File: src/logic/afd_params.svh
// Constants for the ALU flag and direct addressing block.
// Assumes an 8-bit data path and a 12-bit data memory address.
`ifndef AFD_PARAMS_SVH
`define AFD_PARAMS_SVH

// ----------------------------------------
// Flag register layout
// ----------------------------------------
`define AFD_FLAGS_W      5
`define AFD_FLAG_C       0
`define AFD_FLAG_DC      1
`define AFD_FLAG_Z       2
`define AFD_FLAG_OV      3
`define AFD_FLAG_N       4
`define AFD_FLAGS_RST    5'h00

// ----------------------------------------
// Data memory map
// ----------------------------------------
`define AFD_FLAGS_ADDR   12'hFF0
`define AFD_ACCESS_SPLIT 8'h60
`define AFD_ACCESS_HI    4'hF
`define AFD_ACCESS_LO    4'h0
`define AFD_INDEX_MAX    8'h5F

// ----------------------------------------
// Register port map
// ----------------------------------------
`define AFD_REG_AW       3
`define AFD_REG_FLAGS    3'h0
`define AFD_REG_BANK     3'h1
`define AFD_REG_ACC      3'h2
`define AFD_REG_CTRL     3'h3
`define AFD_REG_STATE    3'h4
`define AFD_REG_ADDR_LO  3'h5
`define AFD_REG_ADDR_HI  3'h6
`define AFD_CTRL_EXT     0
`define AFD_BANK_RST     4'h0
`define AFD_ACC_RST      8'h00

`endif

File: src/logic/afd_pkg.sv
// Types for the ALU flag and direct addressing block.
// Assumes the constants header is included by users of numbers.
package afd_pkg;

    typedef enum logic [3:0] {
        OP_NOP       = 4'h0,
        OP_ADD_WF    = 4'h1,
        OP_SUB_WF    = 4'h2,
        OP_AND_WF    = 4'h3,
        OP_IOR_WF    = 4'h4,
        OP_XOR_WF    = 4'h5,
        OP_MOV_F     = 4'h6,
        OP_CLR_F     = 4'h7,
        OP_NIB_SWAP  = 4'h8,
        OP_BIT_CLEAR = 4'h9,
        OP_BIT_SET   = 4'hA,
        OP_ACC_STORE = 4'hB,
        OP_FULL_MOVE = 4'hC,
        OP_ADD_LW    = 4'hD,
        OP_SUB_LW    = 4'hE,
        OP_JUMP      = 4'hF
    } afd_op_t;

    typedef enum logic [2:0] {
        FK_NONE  = 3'b000,
        FK_ADD   = 3'b001,
        FK_SUB   = 3'b010,
        FK_LOGIC = 3'b011,
        FK_ZERO  = 3'b100
    } afd_fkind_t;

    typedef enum logic [1:0] {
        ST_IDLE = 2'b00,
        ST_READ = 2'b01,
        ST_EXEC = 2'b10
    } afd_state_t;

endpackage

File: src/logic/afd_alu_if.sv
// Operand and flag bundle between the core and its flag unit.
// Assumes both ends share the core clock; the unit is combinational.
`timescale 1ns/10ps
`include "afd_params.svh"

interface afd_alu_if;
    import afd_pkg::*;
    logic [7:0]               op_a;
    logic [7:0]               op_b;
    afd_fkind_t               kind;
    logic [7:0]               result;
    logic [`AFD_FLAGS_W-1:0]  flags_new;
    logic [`AFD_FLAGS_W-1:0]  flags_mask;

    modport core (output op_a, op_b, kind, input result, flags_new, flags_mask);
    modport unit (input op_a, op_b, kind, output result, flags_new, flags_mask);
endinterface

File: src/logic/afd_flag_unit.sv
// Adder and flag generator for the ALU.
// Assumes the core presents logic results already formed in op_a.
`timescale 1ns/10ps
`include "afd_params.svh"

module afd_flag_unit (
    afd_alu_if.unit alu
);
    import afd_pkg::*;

    logic       is_sub;
    logic [7:0] b_eff;
    logic [8:0] sum;
    logic [4:0] low_sum;

    // ----------------------------------------
    // Arithmetic
    // ----------------------------------------
    assign is_sub  = (alu.kind == FK_SUB);
    assign b_eff   = is_sub ? ~alu.op_b : alu.op_b;
    assign sum     = {1'b0, alu.op_a} + {1'b0, b_eff} + {8'h00, is_sub};
    assign low_sum = {1'b0, alu.op_a[3:0]} + {1'b0, b_eff[3:0]} + {4'h0, is_sub};

    // ----------------------------------------
    // Flags
    // ----------------------------------------
    always_comb begin
        alu.result     = alu.op_a;
        alu.flags_new  = `AFD_FLAGS_RST;
        alu.flags_mask = `AFD_FLAGS_RST;
        unique case (alu.kind)
            FK_ADD, FK_SUB: begin
                alu.result                = sum[7:0];
                alu.flags_mask            = 5'h1F;
                alu.flags_new[`AFD_FLAG_N]  = sum[7];
                alu.flags_new[`AFD_FLAG_OV] = (alu.op_a[7] == b_eff[7])
                                              && (sum[7] != alu.op_a[7]);
                alu.flags_new[`AFD_FLAG_Z]  = (sum[7:0] == 8'h00);
                alu.flags_new[`AFD_FLAG_DC] = low_sum[4];
                alu.flags_new[`AFD_FLAG_C]  = sum[8];
            end
            FK_LOGIC: begin
                alu.flags_mask[`AFD_FLAG_N] = 1'b1;
                alu.flags_mask[`AFD_FLAG_Z] = 1'b1;
                alu.flags_new[`AFD_FLAG_N]  = alu.op_a[7];
                alu.flags_new[`AFD_FLAG_Z]  = (alu.op_a == 8'h00);
            end
            FK_ZERO: begin
                alu.flags_mask[`AFD_FLAG_Z] = 1'b1;
                alu.flags_new[`AFD_FLAG_Z]  = 1'b1;
            end
            FK_NONE: begin
                alu.flags_mask = `AFD_FLAGS_RST;
            end
            default: begin
                alu.flags_mask = `AFD_FLAGS_RST;
            end
        endcase
    end
endmodule

File: src/logic/afd_core.sv
// ALU flag register and direct data addressing for an 8-bit core.
// Assumes banked memory answers a read one cycle after mem_re.
//
// Our own choices: the plain strobed port and the address map.
`timescale 1ns/10ps
`include "afd_params.svh"

module afd_core (
    input  wire logic                     clk_sys,
    input  wire logic                     rst_b,
    input  wire logic [`AFD_REG_AW-1:0]   reg_addr,
    input  wire logic [7:0]               reg_wdata,
    input  wire logic                     reg_wr,
    input  wire logic                     reg_rd,
    output logic      [7:0]               reg_rdata,
    input  wire logic                     instr_valid,
    input  wire afd_pkg::afd_op_t         instr_op,
    input  wire logic [7:0]               instr_faddr,
    input  wire logic                     instr_access,
    input  wire logic                     instr_dest,
    input  wire logic [2:0]               instr_bit,
    input  wire logic [7:0]               instr_lit,
    input  wire logic [11:0]              instr_src_full,
    input  wire logic [11:0]              instr_dst_full,
    input  wire logic [19:0]              instr_target,
    input  wire logic [11:0]              index_base,
    output logic                          instr_ready,
    output logic                          instr_done,
    output logic      [11:0]              mem_addr,
    output logic                          mem_re,
    output logic                          mem_we,
    output logic      [7:0]               mem_wdata,
    input  wire logic [7:0]               mem_rdata,
    output logic      [19:0]              pc_target,
    output logic                          pc_load,
    output logic      [`AFD_FLAGS_W-1:0]  alu_flags,
    output logic      [7:0]               acc
);
    import afd_pkg::*;

    afd_alu_if alu ();

    afd_flag_unit u_flag_unit (
        .alu (alu.unit)
    );

    // ----------------------------------------
    // Address formation
    // ----------------------------------------
    function automatic logic [11:0] direct_addr(
        input logic [7:0] faddr,
        input logic       access,
        input logic [3:0] bank,
        input logic       ext_en,
        input logic [11:0] base
    );
        logic [11:0] addr;
        addr = {bank, faddr};
        if (!access) begin
            if (ext_en && (faddr <= `AFD_INDEX_MAX)) begin
                addr = base + {4'h0, faddr};
            end else if (faddr < `AFD_ACCESS_SPLIT) begin
                addr = {`AFD_ACCESS_LO, faddr};
            end else begin
                addr = {`AFD_ACCESS_HI, faddr};
            end
        end
        return addr;
    endfunction

    function automatic logic needs_read(input afd_op_t op);
        return (op inside {OP_ADD_WF, OP_SUB_WF, OP_AND_WF, OP_IOR_WF, OP_XOR_WF,
                           OP_MOV_F, OP_NIB_SWAP, OP_BIT_CLEAR, OP_BIT_SET,
                           OP_FULL_MOVE});
    endfunction

    // ----------------------------------------
    // State
    // ----------------------------------------
    afd_state_t   state;
    afd_op_t      op_q;
    logic [11:0]  src_addr_q;
    logic [11:0]  dst_addr_q;
    logic         dest_q;
    logic [2:0]   bit_q;
    logic [7:0]   lit_q;
    logic [19:0]  target_q;
    logic [3:0]   bank_select_reg;
    logic         extended_set_enable;
    logic [11:0]  last_addr;

    logic [11:0]  next_src_addr;
    logic [7:0]   opnd;
    logic [7:0]   next_res;
    logic         next_to_file;
    logic         next_to_acc;
    logic [11:0]  next_wb_addr;
    logic         wb_is_flags;
    logic         exec;

    assign exec = (state == ST_EXEC);

    always_comb begin
        next_src_addr = direct_addr(instr_faddr, instr_access, bank_select_reg,
                                    extended_set_enable, index_base);
        if (instr_op == OP_FULL_MOVE) begin
            next_src_addr = instr_src_full;
        end
    end

    // ----------------------------------------
    // Sequencer
    // ----------------------------------------
    always_ff @(posedge clk_sys or negedge rst_b) begin
        if (!rst_b) begin
            state       <= ST_IDLE;
            instr_ready <= 1'b1;
            instr_done  <= 1'b0;
            mem_re      <= 1'b0;
        end else begin
            instr_done <= 1'b0;
            mem_re     <= 1'b0;
            unique case (state)
                ST_IDLE: begin
                    if (instr_valid) begin
                        instr_ready <= 1'b0;
                        if (needs_read(instr_op)) begin
                            state  <= ST_READ;
                            mem_re <= 1'b1;
                        end else begin
                            state <= ST_EXEC;
                        end
                    end
                end
                ST_READ: begin
                    state <= ST_EXEC;
                end
                ST_EXEC: begin
                    state       <= ST_IDLE;
                    instr_done  <= 1'b1;
                    instr_ready <= 1'b1;
                end
                default: begin
                    state       <= ST_IDLE;
                    instr_ready <= 1'b1;
                end
            endcase
        end
    end

    always_ff @(posedge clk_sys or negedge rst_b) begin
        if (!rst_b) begin
            op_q       <= OP_NOP;
            src_addr_q <= 12'h000;
            dst_addr_q <= 12'h000;
            dest_q     <= 1'b0;
            bit_q      <= 3'h0;
            lit_q      <= 8'h00;
            target_q   <= 20'h0_0000;
        end else if ((state == ST_IDLE) && instr_valid) begin
            op_q       <= instr_op;
            src_addr_q <= next_src_addr;
            dst_addr_q <= (instr_op == OP_FULL_MOVE) ? instr_dst_full
                                                     : next_src_addr;
            dest_q     <= instr_dest;
            bit_q      <= instr_bit;
            lit_q      <= instr_lit;
            target_q   <= instr_target;
        end
    end

    // ----------------------------------------
    // Execute
    // ----------------------------------------
    assign opnd = (src_addr_q == `AFD_FLAGS_ADDR) ? {3'b000, alu_flags} : mem_rdata;

    always_comb begin
        alu.op_a     = opnd;
        alu.op_b     = acc;
        alu.kind     = FK_NONE;
        next_res     = opnd;
        next_to_file = 1'b0;
        next_to_acc  = 1'b0;
        unique case (op_q)
            OP_ADD_WF, OP_SUB_WF: begin
                alu.kind     = (op_q == OP_SUB_WF) ? FK_SUB : FK_ADD;
                next_res     = alu.result;
                next_to_file = dest_q;
                next_to_acc  = !dest_q;
            end
            OP_AND_WF, OP_IOR_WF, OP_XOR_WF, OP_MOV_F: begin
                if (op_q == OP_AND_WF) begin
                    alu.op_a = opnd & acc;
                end else if (op_q == OP_IOR_WF) begin
                    alu.op_a = opnd | acc;
                end else if (op_q == OP_XOR_WF) begin
                    alu.op_a = opnd ^ acc;
                end
                alu.kind     = FK_LOGIC;
                next_res     = alu.result;
                next_to_file = dest_q;
                next_to_acc  = !dest_q;
            end
            OP_CLR_F: begin
                alu.op_a     = 8'h00;
                alu.kind     = FK_ZERO;
                next_res     = 8'h00;
                next_to_file = 1'b1;
            end
            OP_NIB_SWAP: begin
                next_res     = {opnd[3:0], opnd[7:4]};
                next_to_file = dest_q;
                next_to_acc  = !dest_q;
            end
            OP_BIT_CLEAR, OP_BIT_SET: begin
                next_res         = opnd;
                next_res[bit_q]  = (op_q == OP_BIT_SET);
                next_to_file     = 1'b1;
            end
            OP_ACC_STORE: begin
                next_res     = acc;
                next_to_file = 1'b1;
            end
            OP_FULL_MOVE: begin
                next_res     = opnd;
                next_to_file = 1'b1;
            end
            OP_ADD_LW, OP_SUB_LW: begin
                alu.op_a    = lit_q;
                alu.kind    = (op_q == OP_SUB_LW) ? FK_SUB : FK_ADD;
                next_res    = alu.result;
                next_to_acc = 1'b1;
            end
            OP_NOP, OP_JUMP: begin
                next_res = opnd;
            end
        endcase
    end

    assign next_wb_addr = dst_addr_q;
    assign wb_is_flags  = next_to_file && (next_wb_addr == `AFD_FLAGS_ADDR);

    always_ff @(posedge clk_sys or negedge rst_b) begin
        if (!rst_b) begin
            mem_we    <= 1'b0;
            mem_addr  <= 12'h000;
            mem_wdata <= 8'h00;
        end else begin
            mem_we <= 1'b0;
            if ((state == ST_IDLE) && instr_valid) begin
                mem_addr <= next_src_addr;
            end else if (exec && next_to_file && !wb_is_flags) begin
                mem_we    <= 1'b1;
                mem_addr  <= next_wb_addr;
                mem_wdata <= next_res;
            end
        end
    end

    always_ff @(posedge clk_sys or negedge rst_b) begin
        if (!rst_b) begin
            pc_load   <= 1'b0;
            pc_target <= 20'h0_0000;
        end else begin
            pc_load <= exec && (op_q == OP_JUMP);
            if (exec && (op_q == OP_JUMP)) begin
                pc_target <= target_q;
            end
        end
    end

    // ----------------------------------------
    // Flag register and accumulator
    // ----------------------------------------
    always_ff @(posedge clk_sys or negedge rst_b) begin
        if (!rst_b) begin
            alu_flags <= `AFD_FLAGS_RST;
        end else if (exec && wb_is_flags && (alu.kind == FK_NONE)) begin
            alu_flags <= next_res[`AFD_FLAGS_W-1:0];
        end else if (exec && (alu.kind != FK_NONE)) begin
            alu_flags <= (alu_flags & ~alu.flags_mask)
                         | (alu.flags_new & alu.flags_mask);
        end else if (reg_wr && (reg_addr == `AFD_REG_FLAGS)) begin
            alu_flags <= reg_wdata[`AFD_FLAGS_W-1:0];
        end
    end

    always_ff @(posedge clk_sys or negedge rst_b) begin
        if (!rst_b) begin
            acc <= `AFD_ACC_RST;
        end else if (exec && next_to_acc) begin
            acc <= next_res;
        end else if (reg_wr && (reg_addr == `AFD_REG_ACC)) begin
            acc <= reg_wdata;
        end
    end

    // ----------------------------------------
    // Register port
    // ----------------------------------------
    always_ff @(posedge clk_sys or negedge rst_b) begin
        if (!rst_b) begin
            bank_select_reg     <= `AFD_BANK_RST;
            extended_set_enable <= 1'b0;
        end else if (reg_wr) begin
            if (reg_addr == `AFD_REG_BANK) begin
                bank_select_reg <= reg_wdata[3:0];
            end
            if (reg_addr == `AFD_REG_CTRL) begin
                extended_set_enable <= reg_wdata[`AFD_CTRL_EXT];
            end
        end
    end

    always_ff @(posedge clk_sys or negedge rst_b) begin
        if (!rst_b) begin
            last_addr <= 12'h000;
        end else if ((state == ST_IDLE) && instr_valid) begin
            last_addr <= next_src_addr;
        end
    end

    always_ff @(posedge clk_sys or negedge rst_b) begin
        if (!rst_b) begin
            reg_rdata <= 8'h00;
        end else begin
            reg_rdata <= 8'h00;
            if (reg_rd) begin
                unique case (reg_addr)
                    `AFD_REG_FLAGS:   reg_rdata <= {3'b000, alu_flags};
                    `AFD_REG_BANK:    reg_rdata <= {4'h0, bank_select_reg};
                    `AFD_REG_ACC:     reg_rdata <= acc;
                    `AFD_REG_CTRL:    reg_rdata <= {7'h00, extended_set_enable};
                    `AFD_REG_STATE:   reg_rdata <= {6'h00, state};
                    `AFD_REG_ADDR_LO: reg_rdata <= last_addr[7:0];
                    `AFD_REG_ADDR_HI: reg_rdata <= {4'h0, last_addr[11:8]};
                    default:          reg_rdata <= 8'h00;
                endcase
            end
        end
    end
endmodule

File: config.mk
export PLATFORM = sky130hd
export DESIGN_NAME = afd_core
export DESIGN_NICKNAME = d
export VERILOG_FILES = /design/src/logic/afd_pkg.sv /design/src/logic/afd_alu_if.sv /design/src/logic/afd_flag_unit.sv /design/src/logic/afd_core.sv
export VERILOG_INCLUDE_DIRS = /design/src /design/src/logic
export SDC_FILE = /design/constraint.sdc
export NUM_CORES = 1
export LEC_CHECK = 0
export ABC_AREA = 1
export BUFFER_PORTS_ARGS = -buffer_cell sky130_fd_sc_hd__buf_2
export CORE_MARGIN = 4
export CORE_UTILIZATION = 50
export DETAILED_ROUTE_END_ITERATION = 6
export PLACE_DENSITY = 0.77
export SKIP_LAST_GASP = 1
export SYNTH_ARGS = -nofsm -noshare
export SYNTH_HDL_FRONTEND = slang
export SYNTH_SLANG_ARGS = --single-unit
File: constraint.sdc
create_clock -name clk_sys -period 3.5 [get_ports clk_sys]
set_input_delay 0.7 -clock clk_sys [delete_from_list [all_inputs] [get_ports clk_sys]]
set_output_delay 0.7 -clock clk_sys [all_outputs]
set_load 0.03 [all_outputs]
## Word level (Yosys, flattened, before mapping)

Index checks and enable logic that the tools add are counted.

| word-level totals | value |
|---|---|
| flip-flop bits (word level) | 133 |
| input bits | 105 |
| output and inout bits | 66 |
| logic and storage cells | 173 |

| operators by class | value |
|---|---|
| add/subtract/negate cells | 5 |
| $lt $le $gt $ge | 4 |
| equal/unequal tests | 42 |
| muxes and demuxes | 49 |
| bitwise operators | 10 |
| reductions and logical operators | 42 |

Operators by type and width:

| cell | number |
|---|---|
| two-way mux 12 bit | 7 |
| two-way mux 8 bit | 9 |
| case mux 8 bit (7 select lines) | 1 |
| equality test 4 bit (second input constant) | 12 |
| case mux 8 bit (6 select lines) | 1 |
| equality test 4 x 3 -> 1 bit (second input constant) | 7 |
| equality test 12 bit (second input constant) | 2 |
| case mux 8 bit (3 select lines) | 1 |
| equality test 4 x 2 -> 1 bit (second input constant) | 4 |
| logical NOT 8 bit | 2 |
| two-way mux 5 bit | 3 |
| logical AND 1 bit | 14 |
| adder 12 x 8 -> 12 bit | 1 |
| equality test 3 x 2 -> 1 bit (second input constant) | 4 |
| equality test 3 bit (second input constant) | 4 |
| two-way mux 1 bit | 12 |
| two-way mux 2 bit | 6 |
| case mux 3 bit (4 select lines) | 1 |
| AND 5 bit | 2 |
| nonzero test 10 bit | 1 |
| adder 8 x 8 -> 9 bit | 1 |
| adder 9 x 1 -> 9 bit | 1 |
| AND 8 bit | 1 |
| bitwise mux 8 bit | 1 |
| 36 further kinds | 54 |

## Logic depth before layout (Yosys ltp)

Gate-level depths: netlist (run 1).

| depth | value |
|---|---|
| depth in word-level cells | 16 |
| mapped depth | 29 |
| depth with buffers taken out | 28 |

## Cells and area by module

A second synthesis (run 1) with hierarchy kept.

| second synthesis, totals | value |
|---|---|
| cells, all modules | 1,206 |
| area, all modules | 8,540.7 µm² |

By module, submodules not included:

| module | instances | cells each | area an instance (µm²) | seq. area each (µm²) |
|---|---|---|---|---|
| afd_core | 1 | 1,078 | 7,761.2 | 3,329.4 |
| afd_flag_unit | 1 | 128 | 779.5 | 0.0 |

## Least setup slack after synthesis (run 1)

OpenSTA, ideal clock, no wires.

| timing | value |
|---|---|
| kind | flip-flop to flip-flop |
| from | register last_addr[0] |
| to | register (tool-made name) |
| setup time | 77 ps |
| arrival | 3,704 ps |
| required time | 3,423 ps |
| path slack | -282 ps |
| cell stages (with the launch flop) | 29 |
| path buffers | 1 |
| period minus slack after synthesis | 3,782 ps |
| path through | dfrtp_1 > inv_1 > nand2_1 > nor2_1 > nand3_2 > buf_6 > o21ai_0 > inv_1 > ha_1 > a21oi_1 > a21oi_1 > nor2_1 > o21ai_0 > nand3_1 > nand3_1 > ha_1 > nand2_1 > o21ai_0 > a21oi_1 > o21ai_0 > xor2_1 > nand3_1 > nor2_1 > nand3_1 > nor2_1 > nand2_1 > nand2_1 > nand2_1 > a21oi_1 |

RTL lines:

| what | line | RTL |
|---|---|---|
| start: declaration | afd_core.sv:90 | `logic [11:0] last_addr;` |
| start signal: assignment | afd_core.sv:319 | `last_addr <= next_src_addr;` |

==> key figures, run 1 <==
STA
  – Setup TNS: 0 ps
  – Final period utilization: approximately 100%
  – Hold Slack: approximately 310 ps
  – Worst clock skew: 6.83 ps
  – Final setup viols: 0
  – Slew of the pin with the lowest slew margin: between 1000 and 1500 ps
  – Max_slew headroom: between 30% and 40%
  – Min Clock Period, post-route: between 3000 and 4000 ps
  – Max Clk Rate: 288 MHz
  – Hold violation count in the final report: 0
  – RSZ-0062 raised after global routing: true
  – Final Max Slew Viols: 0

Logic synthesis
  – Synth Instances: 1,067
  – Synth async-reset ratio: 100%
  – Library cells used by synthesis: 56
  – Area leader, netlist: dfrtp_1
  – EDFF count, synth: 0
  – Ys flop type: dfrtp_1
  – Largest cells by area after synthesis: dfrtp_1 (41%), nand2_1 (14%), o21ai_0 (7.4%)
  – Top post-synthesis cells by count: nand2_1 (306), dfrtp_1 (132), inv_1 (123)
  – Yosys warnings: 0
  – Seq cells post-synth: 133
  – Synthesized net count: 1,202
  – Synth top area share: between 40 and 50%
  – Synthesized cell area: 8020 sq um
  – Register area share after synthesis: between 40% and 50%
  – Most common cell in the netlist: nand2_1
  – Mean post-synth cell area: 7.52 sq um

CTS
  – CTS tree: done
  – Hold_buf cts: 0
  – Clock Latency Late Sink: 420 ps
  – H-tree levels: 4
  – Register clock-pin slew on the reported worst setup and hold paths: ~60 ps
  – CTS Sinks: 133
  – Root Buffer: clkbuf_16
  – Number of CTS-inserted buffers: 17
  – CTS max path bufs: 2

Power and ir drop
  – Worst VDD drop: around 460 uV
  – Flop pwr share: a little over a quarter
  – Logic pwr share: 51.9%
  – Switching power: 4.00 mW
  – Clk pwr share: between 20% and 30%
  – Leakage: between 5 and 6 nW
  – Internal power: just under 5 mW
  – Switching share of power: 44.7%
  – Total power: 8.94 mW
  – PwrDens: approximately 850 nW/um^2

Finish
  – # nets final: between 1,000 and 1,500
  – Final Cell Area: about 11,000 sq um
  – Largest regs: pc_target (20), target_q (20)
  – Fraction of layout cells with a size suffix above 1: approximately 28%
  – Final core utilization: 66.6%
  – P&R area growth vs syn: 31.4%

Global routing
  – First-pass GRT wire length: 41.8 mm
  – Initial antenna violation count: 1
  – Largest net degree at the start of global routing: 79
  – Remaining Overflow, GRT: 0
  – Vias in the first global route: ~7,900
  – Total GRT Usage: 29.6%

Floorplan
  – Die ar.: 18,100 sq um
  – DIE HEIGHT: between 100 and 150 um
  – Core box area: 15,800 sq um
  – Number of top-level pins: 171
  – Row cnt: 46
  – Initial Util: about 51%
  – Die W: 135 um

Place
  – Dpl cell area: roughly 9600 sq um
  – IO Port Bufs: 170
  – DP HPWL: between 20 and 25 mm
  – RD Place Congestion: between 1 and 1.5

Detailed routing
  – Drt pass-1 iters: 6
  – Post-Route WL: ~27 mm
  – Routed length per instance: between 15 and 20 um
  – Vias post-DR: roughly 8,300
  – # DRC: 0
  – Antenna-violating nets left: 0
  – First DRT Iteration DRCs: 748
  – Routed vias/inst: around 5.4

Worst setup path
  – CP Max Fanout: 6
  – Critical Path RT: ~3800 ps
  – CP Capture Type: register
  – WP data arrival: between 3000 and 4000 ps
  – Startpoint types: register
  – Critical path type: register to register

Worst hold path
  – Hold crit path type: input port to async pin

Outcome
  – Outcome: complete, no violations

Run
  – Max-Cap Viols: 0
## through the flow
stage,instances,setup slack [ps]
CTS,1534,-19.9
finish,1538,23.1
global route,1538,-268
global placement,1498,-145
detailed placement,1498,-223
floorplan,1067,6.96
## final timing paths
kind / start / end / slack, ps / depth (start not counted)
setup / recovery: last_addr[1] / register / 20 / 24
hold / removal: rst_b / lit_q[1] / 310 / 1
setup reg to reg: last_addr[1] / register / 20 / 24
hold reg to reg: pc_target[18] / pc_target[18] / 480 / 2
max in group asynchronous: rst_b / dst_addr_q[9] / 2380 / 2
min in group clk_sys: instr_lit[5] / lit_q[5] / 470 / 3
## cell type report
| class | instances | area, sq um |
|---|---|---|
| tap | 216 | 270 |
| antenna | 1 | 2.50 |
| fill | 1385 | 5290 |
| inverter | 138 | 527 |
| timing repair buffer | 250 | 1470 |
| multi-input combinational | 768 | 4300 |
| clock buffer | 21 | 460 |
| sequential | 133 | 3330 |
| clock inverter | 11 | 173 |
## power by group through the flow
stage / sequential [mW] / clock [mW] / combinational, mW
floorplan: 2.94 / 0 / 1.99
global placement: 2.38 / 0 / 4.14
detailed placement: 2.39 / 0 / 4.16
CTS: 2.38 / 1.93 / 4.28
global route: 2.43 / 2.00 / 5.02
finish: 2.39 / 1.91 / 4.64
## critical path, cell delays in order (launching register included)
cell	delay [ps]
dfrtp_1	370
inv_2	60
nand2_2	60
nor2_4	130
nand3_4	130
buf_6	160
buf_4	140
nand2_4	80
ha_1	240
a21oi_2	130
o21ai_0	80
nand2_1	60
o211ai_1	220
ha_1	400
inv_1	90
o21ai_2	210
xor2_2	160
nand3_1	80
nor2_1	100
nand3_1	110
nor2_1	110
nand2_1	60
nand2_1	50
nand2_1	40
a21oi_1	110
## layout by cell type (no fill, tap or decap), types with 16 or more instances in the layout
| master | instances |
|---|---|
| a21oi_1 | 52 |
| buf_2 | 169 |
| buf_4 | 78 |
| clkbuf_16 | 17 |
| dfrtp_1 | 132 |
| ha_1 | 22 |
| inv_1 | 116 |
| inv_2 | 18 |
| nand2_1 | 298 |
| nand2_2 | 16 |
| nand3_1 | 31 |
| nor2_1 | 66 |
| o21ai_0 | 111 |
## timing repair
| action | 4_1_cts | 5_1_grt |
|---|---|---|
| pin swaps | 16 | 25 |
| setup buffers | 4 | 3 |
| endpoints found under the setup margin | 9 | 11 |
| resized for setup | 26 | 31 |
## kinds of logic (layout without fill, tap and decap cells)
logic type      count (synthesis)  count (layout)  synth area share (%)
simple gates                  461             461                  24.9
compound gates                261             261                  18.8
buf+inv                       166             420                  8.10
flops                         133             133                  41.5
fa+ha+maj                      30              30                  4.87
xor+xnor                       16              16                  1.75
other cells                     0               1                     0
## routing by layer
| layer | wire, um | up-vias | track usage, % |
|---|---|---|---|
| li1 | - | 4001 | - |
| met1 | 11300 | 3854 | 39.7 |
| met2 | 12600 | 341 | 47.4 |
| met3 | 1950 | 73 | 5.10 |
| met4 | 1070 | 0 | 12.7 |
| met5 | 0 | - | 0 |
Power figures use the tool's default switching activity.
==> run 2, diff against run 1 <==
Settings changed: CORE_MARGIN 4 to unset.
==> key figures, run 2 (same netlist as run 1, synthesis figures left out) <==
Outcome
  – Outcome: finished with violations
  – Failing checks: setup timing

Worst setup path
  – CP Max Fanout: 3
  – Critical Path RT: 3820 ps
  – Startpoint types: register
  – WP data arrival: about 4000 ps
  – CP Capture Type: register
  – Critical path type: register to register

CTS
  – Clock Latency Late Sink: between 400 and 500 ps
  – CTS Sinks: approximately 130
  – CTS max path bufs: 2
  – H-tree levels: 4
  – Root Buffer: clkbuf_16
  – Number of CTS-inserted buffers: 17
  – CTS tree: done
  – Register clock-pin slew on the reported worst setup and hold paths: roughly 70 ps

Finish
  – Multi-input logic area: approximately 4300 sq um
  – Commonest non-fill, non-tap cell in the layout: nand2_1
  – # nets final: around 1,500
  – Layout fillers: ~1,300
  – Register area: 3330 sq um
  – Fraction of layout cells with a size suffix above 1: around 30%
  – Most frequent cells in the layout: nand2_1 (293), buf_2 (169), dfrtp_1 (132)
  – P&R area growth vs syn: 33.2%
  – Final core utilization: 69.3%
  – N_diodes: 0
  – Largest regs: pc_target (20), target_q (20)

STA
  – Hold violation count in the final report: 0
  – Slew of the pin with the lowest slew margin: between 1000 and 1500 ps
  – Final Max Slew Viols: 0
  – Worst clock skew: slightly above 9 ps
  – Final period utilization: 105%
  – Max Clk Rate: ~270 MHz
  – Hold Slack: 266 ps
  – Worst setup margin: -176 ps
  – Max_slew headroom: 31.4%
  – Final setup viols: 4
  – RSZ-0062 raised after global routing: true
  – Min Clock Period, post-route: approximately 3700 ps

Power and ir drop
  – Clk pwr share: 19.9%
  – Internal power: around 4.8 mW
  – Flop pwr share: roughly a quarter
  – PwrDens: between 800 and 900 nW/um^2
  – Switching share of power: between 40% and 50%
  – Leakage: between 5 and 6 nW
  – Switching power: 4.17 mW
  – Worst VDD drop: 536 uV
  – Logic pwr share: between 50% and 60%

Detailed routing
  – Drt pass-1 iters: 6
  – First DRT Iteration DRCs: 791
  – Post-Route WL: between 20 and 30 mm
  – Routed length per instance: approximately 17 um
  – Antenna-violating nets left: 0
  – # DRC: 0
  – Vias post-DR: 8,572
  – Routed vias/inst: 5.50

Global routing
  – Remaining Overflow, GRT: 0
  – Initial antenna violation count: 0
  – Total GRT Usage: between 30% and 40%
  – Vias in the first global route: 7,958
  – Largest net degree at the start of global routing: ~70
  – First-pass GRT wire length: between 40 and 50 mm

Floorplan
  – Row cnt: 45
  – Number of top-level pins: about 170
  – Initial Util: 52.0%
  – Die ar.: ~17,000 sq um
  – Die W: ~130 um
  – DIE HEIGHT: ~130 um
  – Core box area: between 15,000 and 20,000 sq um

Place
  – IO Port Bufs: 170
  – RD Place Congestion: between 1 and 1.5
  – DP HPWL: approximately 20 mm
  – Pre-CTS WS: -325 ps

Run
  – Max-Cap Viols: 0

Worst hold path
  – Hold crit path type: input port to async pin
-- run 2: power by group through the flow --
| stage | logic, mW | clock network, mW | registers (mW) |
|---|---|---|---|
| after floorplan | 1.99 | 0 | 2.94 |
| after global placement | 4.17 | 0 | 2.37 |
| after detailed placement | 4.21 | 0 | 2.39 |
| after CTS | 4.42 | 1.81 | 2.37 |
| after global routing | 5.20 | 1.88 | 2.44 |
| final | 4.83 | 1.79 | 2.38 |
-- run 2: worst paths after layout --
kind,from,slack [ps],cells after the start,to
max,last_addr[2],-180,24,acc[6]
min,rst_b,270,1,mem_wdata[4]
max reg2reg,last_addr[2],-180,24,acc[6]
min reg2reg,target_q[1],470,2,pc_target[1]
max in group asynchronous,rst_b,2470,2,dst_addr_q[6]
min in group clk_sys,instr_lit[6],460,3,lit_q[6]
-- run 2: through the flow --
step	std cells	setup TNS (ps)	total power [mW]	area [sq um]
floorplan	1067	0	4.93	8040
finish	1558	-426	9.00	10700
global route	1558	-1770	9.52	10700
detailed placement	1497	-1160	6.59	9630
global placement	1497	-268	6.54	9630
CTS	1557	-73.1	8.60	10500
-- run 2: repair_timing --
item | CTS | global route
buffers inserted | 28 | 5
pin swaps | 5 | 38
setup endpoints to repair | 9 | 20
resized for setup | 13 | 51
hold buffers | 0 | 0
-- run 2: per-layer routing --
metal | routed length [um] | global-route usage [%]
met5 | 0 | 0
met4 | 1460 | 19.2
met3 | 2470 | 7.57
met2 | 12500 | 53.1
met1 | 10700 | 42.9
-- run 2: layout make-up --
type | instances | area share, %
Sequential cell | 133 | 31.2
Tap cell | 211 | 2.47
Clock inverter | 15 | 1.52
Multi-Input combinational cell | 768 | 40.2
Inverter | 138 | 4.93
Timing Repair Buffer | 276 | 15.7
Clock buffer | 17 | 3.98
-- run 2: critical path: stages, from the launching register on --
cell	delay (ps)
dfrtp_1	390
inv_2	70
nand2_2	60
nor2_4	130
buf_6	120
nand4_1	210
nand2_2	200
ha_4	150
a21oi_2	40
nand2_1	60
nand2_1	60
nand2_2	90
nand2_4	70
nand2_4	70
nand2_4	50
fa_2	420
o21ai_2	190
a21oi_2	80
o21ai_2	140
xor2_1	240
a21oi_1	110
nor4_2	390
nand2_1	90
o21ai_1	80
inv_1	40
==> run 3, diff against run 2 <==
Settings changed: PLACE_DENSITY 0.77 to unset, PLACE_DENSITY_LB_ADDON set to 0.3, SKIP_LAST_GASP 1 to unset.
==> key figures, run 3 (same netlist as run 1, synthesis figures left out) <==
Floorplan
  – Number of top-level pins: between 150 and 200
  – Core box area: between 15,000 and 20,000 sq um
  – DIE HEIGHT: 129 um
  – Die ar.: about 17,000 sq um
  – Die W: between 100 and 150 um
  – Row cnt: 45
  – Initial Util: slightly above 50%

CTS
  – CTS max path bufs: 2
  – Register clock-pin slew on the reported worst setup and hold paths: ~70 ps
  – H-tree levels: 4
  – CTS Sinks: between 100 and 150
  – CTS tree: done
  – Clock Latency Late Sink: roughly 430 ps
  – Number of CTS-inserted buffers: 17
  – Root Buffer: clkbuf_16

Finish
  – Layout Cells excl Fill: about 1,500
  – Layout fillers: roughly 1,300
  – P&R area growth vs syn: 32.9%
  – # nets final: about 1,400
  – Largest regs: pc_target (20), target_q (20)
  – Fraction of layout cells with a size suffix above 1: approximately 30%
  – Most frequent cells in the layout: nand2_1 (294), buf_2 (169), dfrtp_1 (132)
  – N_diodes: 0
  – Commonest non-fill, non-tap cell in the layout: nand2_1
  – Final Cell Area: roughly 11,000 sq um

Global routing
  – Largest net degree at the start of global routing: between 60 and 70
  – Total GRT Usage: between 30 and 40%
  – Remaining Overflow, GRT: 0
  – Vias in the first global route: approximately 7,800
  – First-pass GRT wire length: ~41 mm
  – Initial antenna violation count: 0

Worst setup path
  – Slowest CP cell: fa_2
  – WP buf/inv: 4
  – Critical Path RT: about 3800 ps
  – Top delay family on crit path: simple AND/OR/NAND/NOR gates
  – Crit-path max cell delay: between 400 and 500 ps
  – WP data arrival: ~4000 ps
  – Critical path type: register to register
  – CP Capture Type: register
  – Worst Reg-to-Reg Cells: 25
  – Crit path depth: 25
  – Most common cell on crit path: nand2_1
  – Startpoint types: register
  – CP Max Fanout: 3

Detailed routing
  – Routed length per instance: about 17 um
  – # DRC: 0
  – Vias post-DR: 8,509
  – Antenna-violating nets left: 0
  – Post-Route WL: 26.7 mm
  – First DRT Iteration DRCs: between 800 and 900
  – Routed vias/inst: around 5.5
  – Drt pass-1 iters: 6

Place
  – DP HPWL: about 20 mm
  – Dpl cell area: around 9600 sq um
  – IO Port Bufs: between 150 and 200
  – RD Place Congestion: roughly 1.0
  – Dpl cells: 1,493

STA
  – Worst setup margin: -150 ps
  – RSZ-0062 raised after global routing: true
  – Min Clock Period, post-route: ~3700 ps
  – Setup TNS: -423 ps
  – Hold violation count in the final report: 0
  – Max_slew headroom: between 20 and 30%
  – Slew of the pin with the lowest slew margin: between 1000 and 1500 ps
  – Hold Slack: 265 ps
  – Worst clock skew: ~15 ps
  – Max Clk Rate: ~270 MHz
  – Final period utilization: 104%
  – Final setup viols: 3
  – Final Max Slew Viols: 0

Worst hold path
  – Hold crit path type: input port to async pin

Power and ir drop
  – Leakage: roughly 5.5 nW
  – PwrDens: roughly 870 nW/um^2
  – Worst VDD drop: slightly above 600 uV

Outcome
  – Outcome: finished with violations
  – Failing checks: setup timing

Run
  – Max-Cap Viols: 0
## run 3: cell type report
class	instances	area (sq um)	share of cell area, %
Multi-Input combinational cell	768	4360	40.9
Sequential cell	133	3330	31.2
Timing Repair Buffer	256	1540	14.4
Inverter	138	527	4.94
Clock buffer	17	425	3.99
Tap cell	211	264	2.48
Clock inverter	15	216	2.03
## run 3: what timing repair did
| action | CTS | global route |
|---|---|---|
| gates cloned | 0 | 0 |
| endpoints found under the setup margin | 13 | 13 |
| hold buffers | 0 | 0 |
| pin swaps | 4 | 33 |
| gates resized for setup | 20 | 59 |
| setup buffers | 7 | 6 |
## run 3: path summary, 6_finish.rpt
| path | start | to | slack (ps) |
|---|---|---|---|
| min in group clk_sys | instr_lit[4] | lit_q[4] | 460 |
| min reg2reg | pc_target[14] | pc_target[14] | 480 |
| max in group asynchronous | rst_b | target_q[4] | 2260 |
| max | last_addr[2] | acc[6] | -150 |
| max reg2reg | last_addr[2] | acc[6] | -150 |
| min | rst_b | lit_q[4] | 260 |
## run 3: layer usage
| layer | wire length, um | track usage (%) | share of wire (%) |
|---|---|---|---|
| met5 | 0 | 0 | 0 |
| met1 | 10800 | 42.7 | 41 |
| met2 | 12500 | 54.6 | 47 |
| met4 | 1370 | 15.8 | 5.1 |
| met3 | 1970 | 5.11 | 7.4 |
## run 3: power by group
group | internal, mW | switching (mW)
logic | 1.81 | 3.06
registers | 2.03 | 0.370
clock network | 1.21 | 0.742
## run 3: metrics by stage
step	power (mW)	util (%)	worst slack [ps]
final	9.22	69.1	-150
after global routing	9.73	69.1	-416
after CTS	8.65	67.2	-35.2
after detailed placement	6.57	62.3	-367
after global placement	6.53	62.3	-94.5
after floorplan	4.93	-	6.96
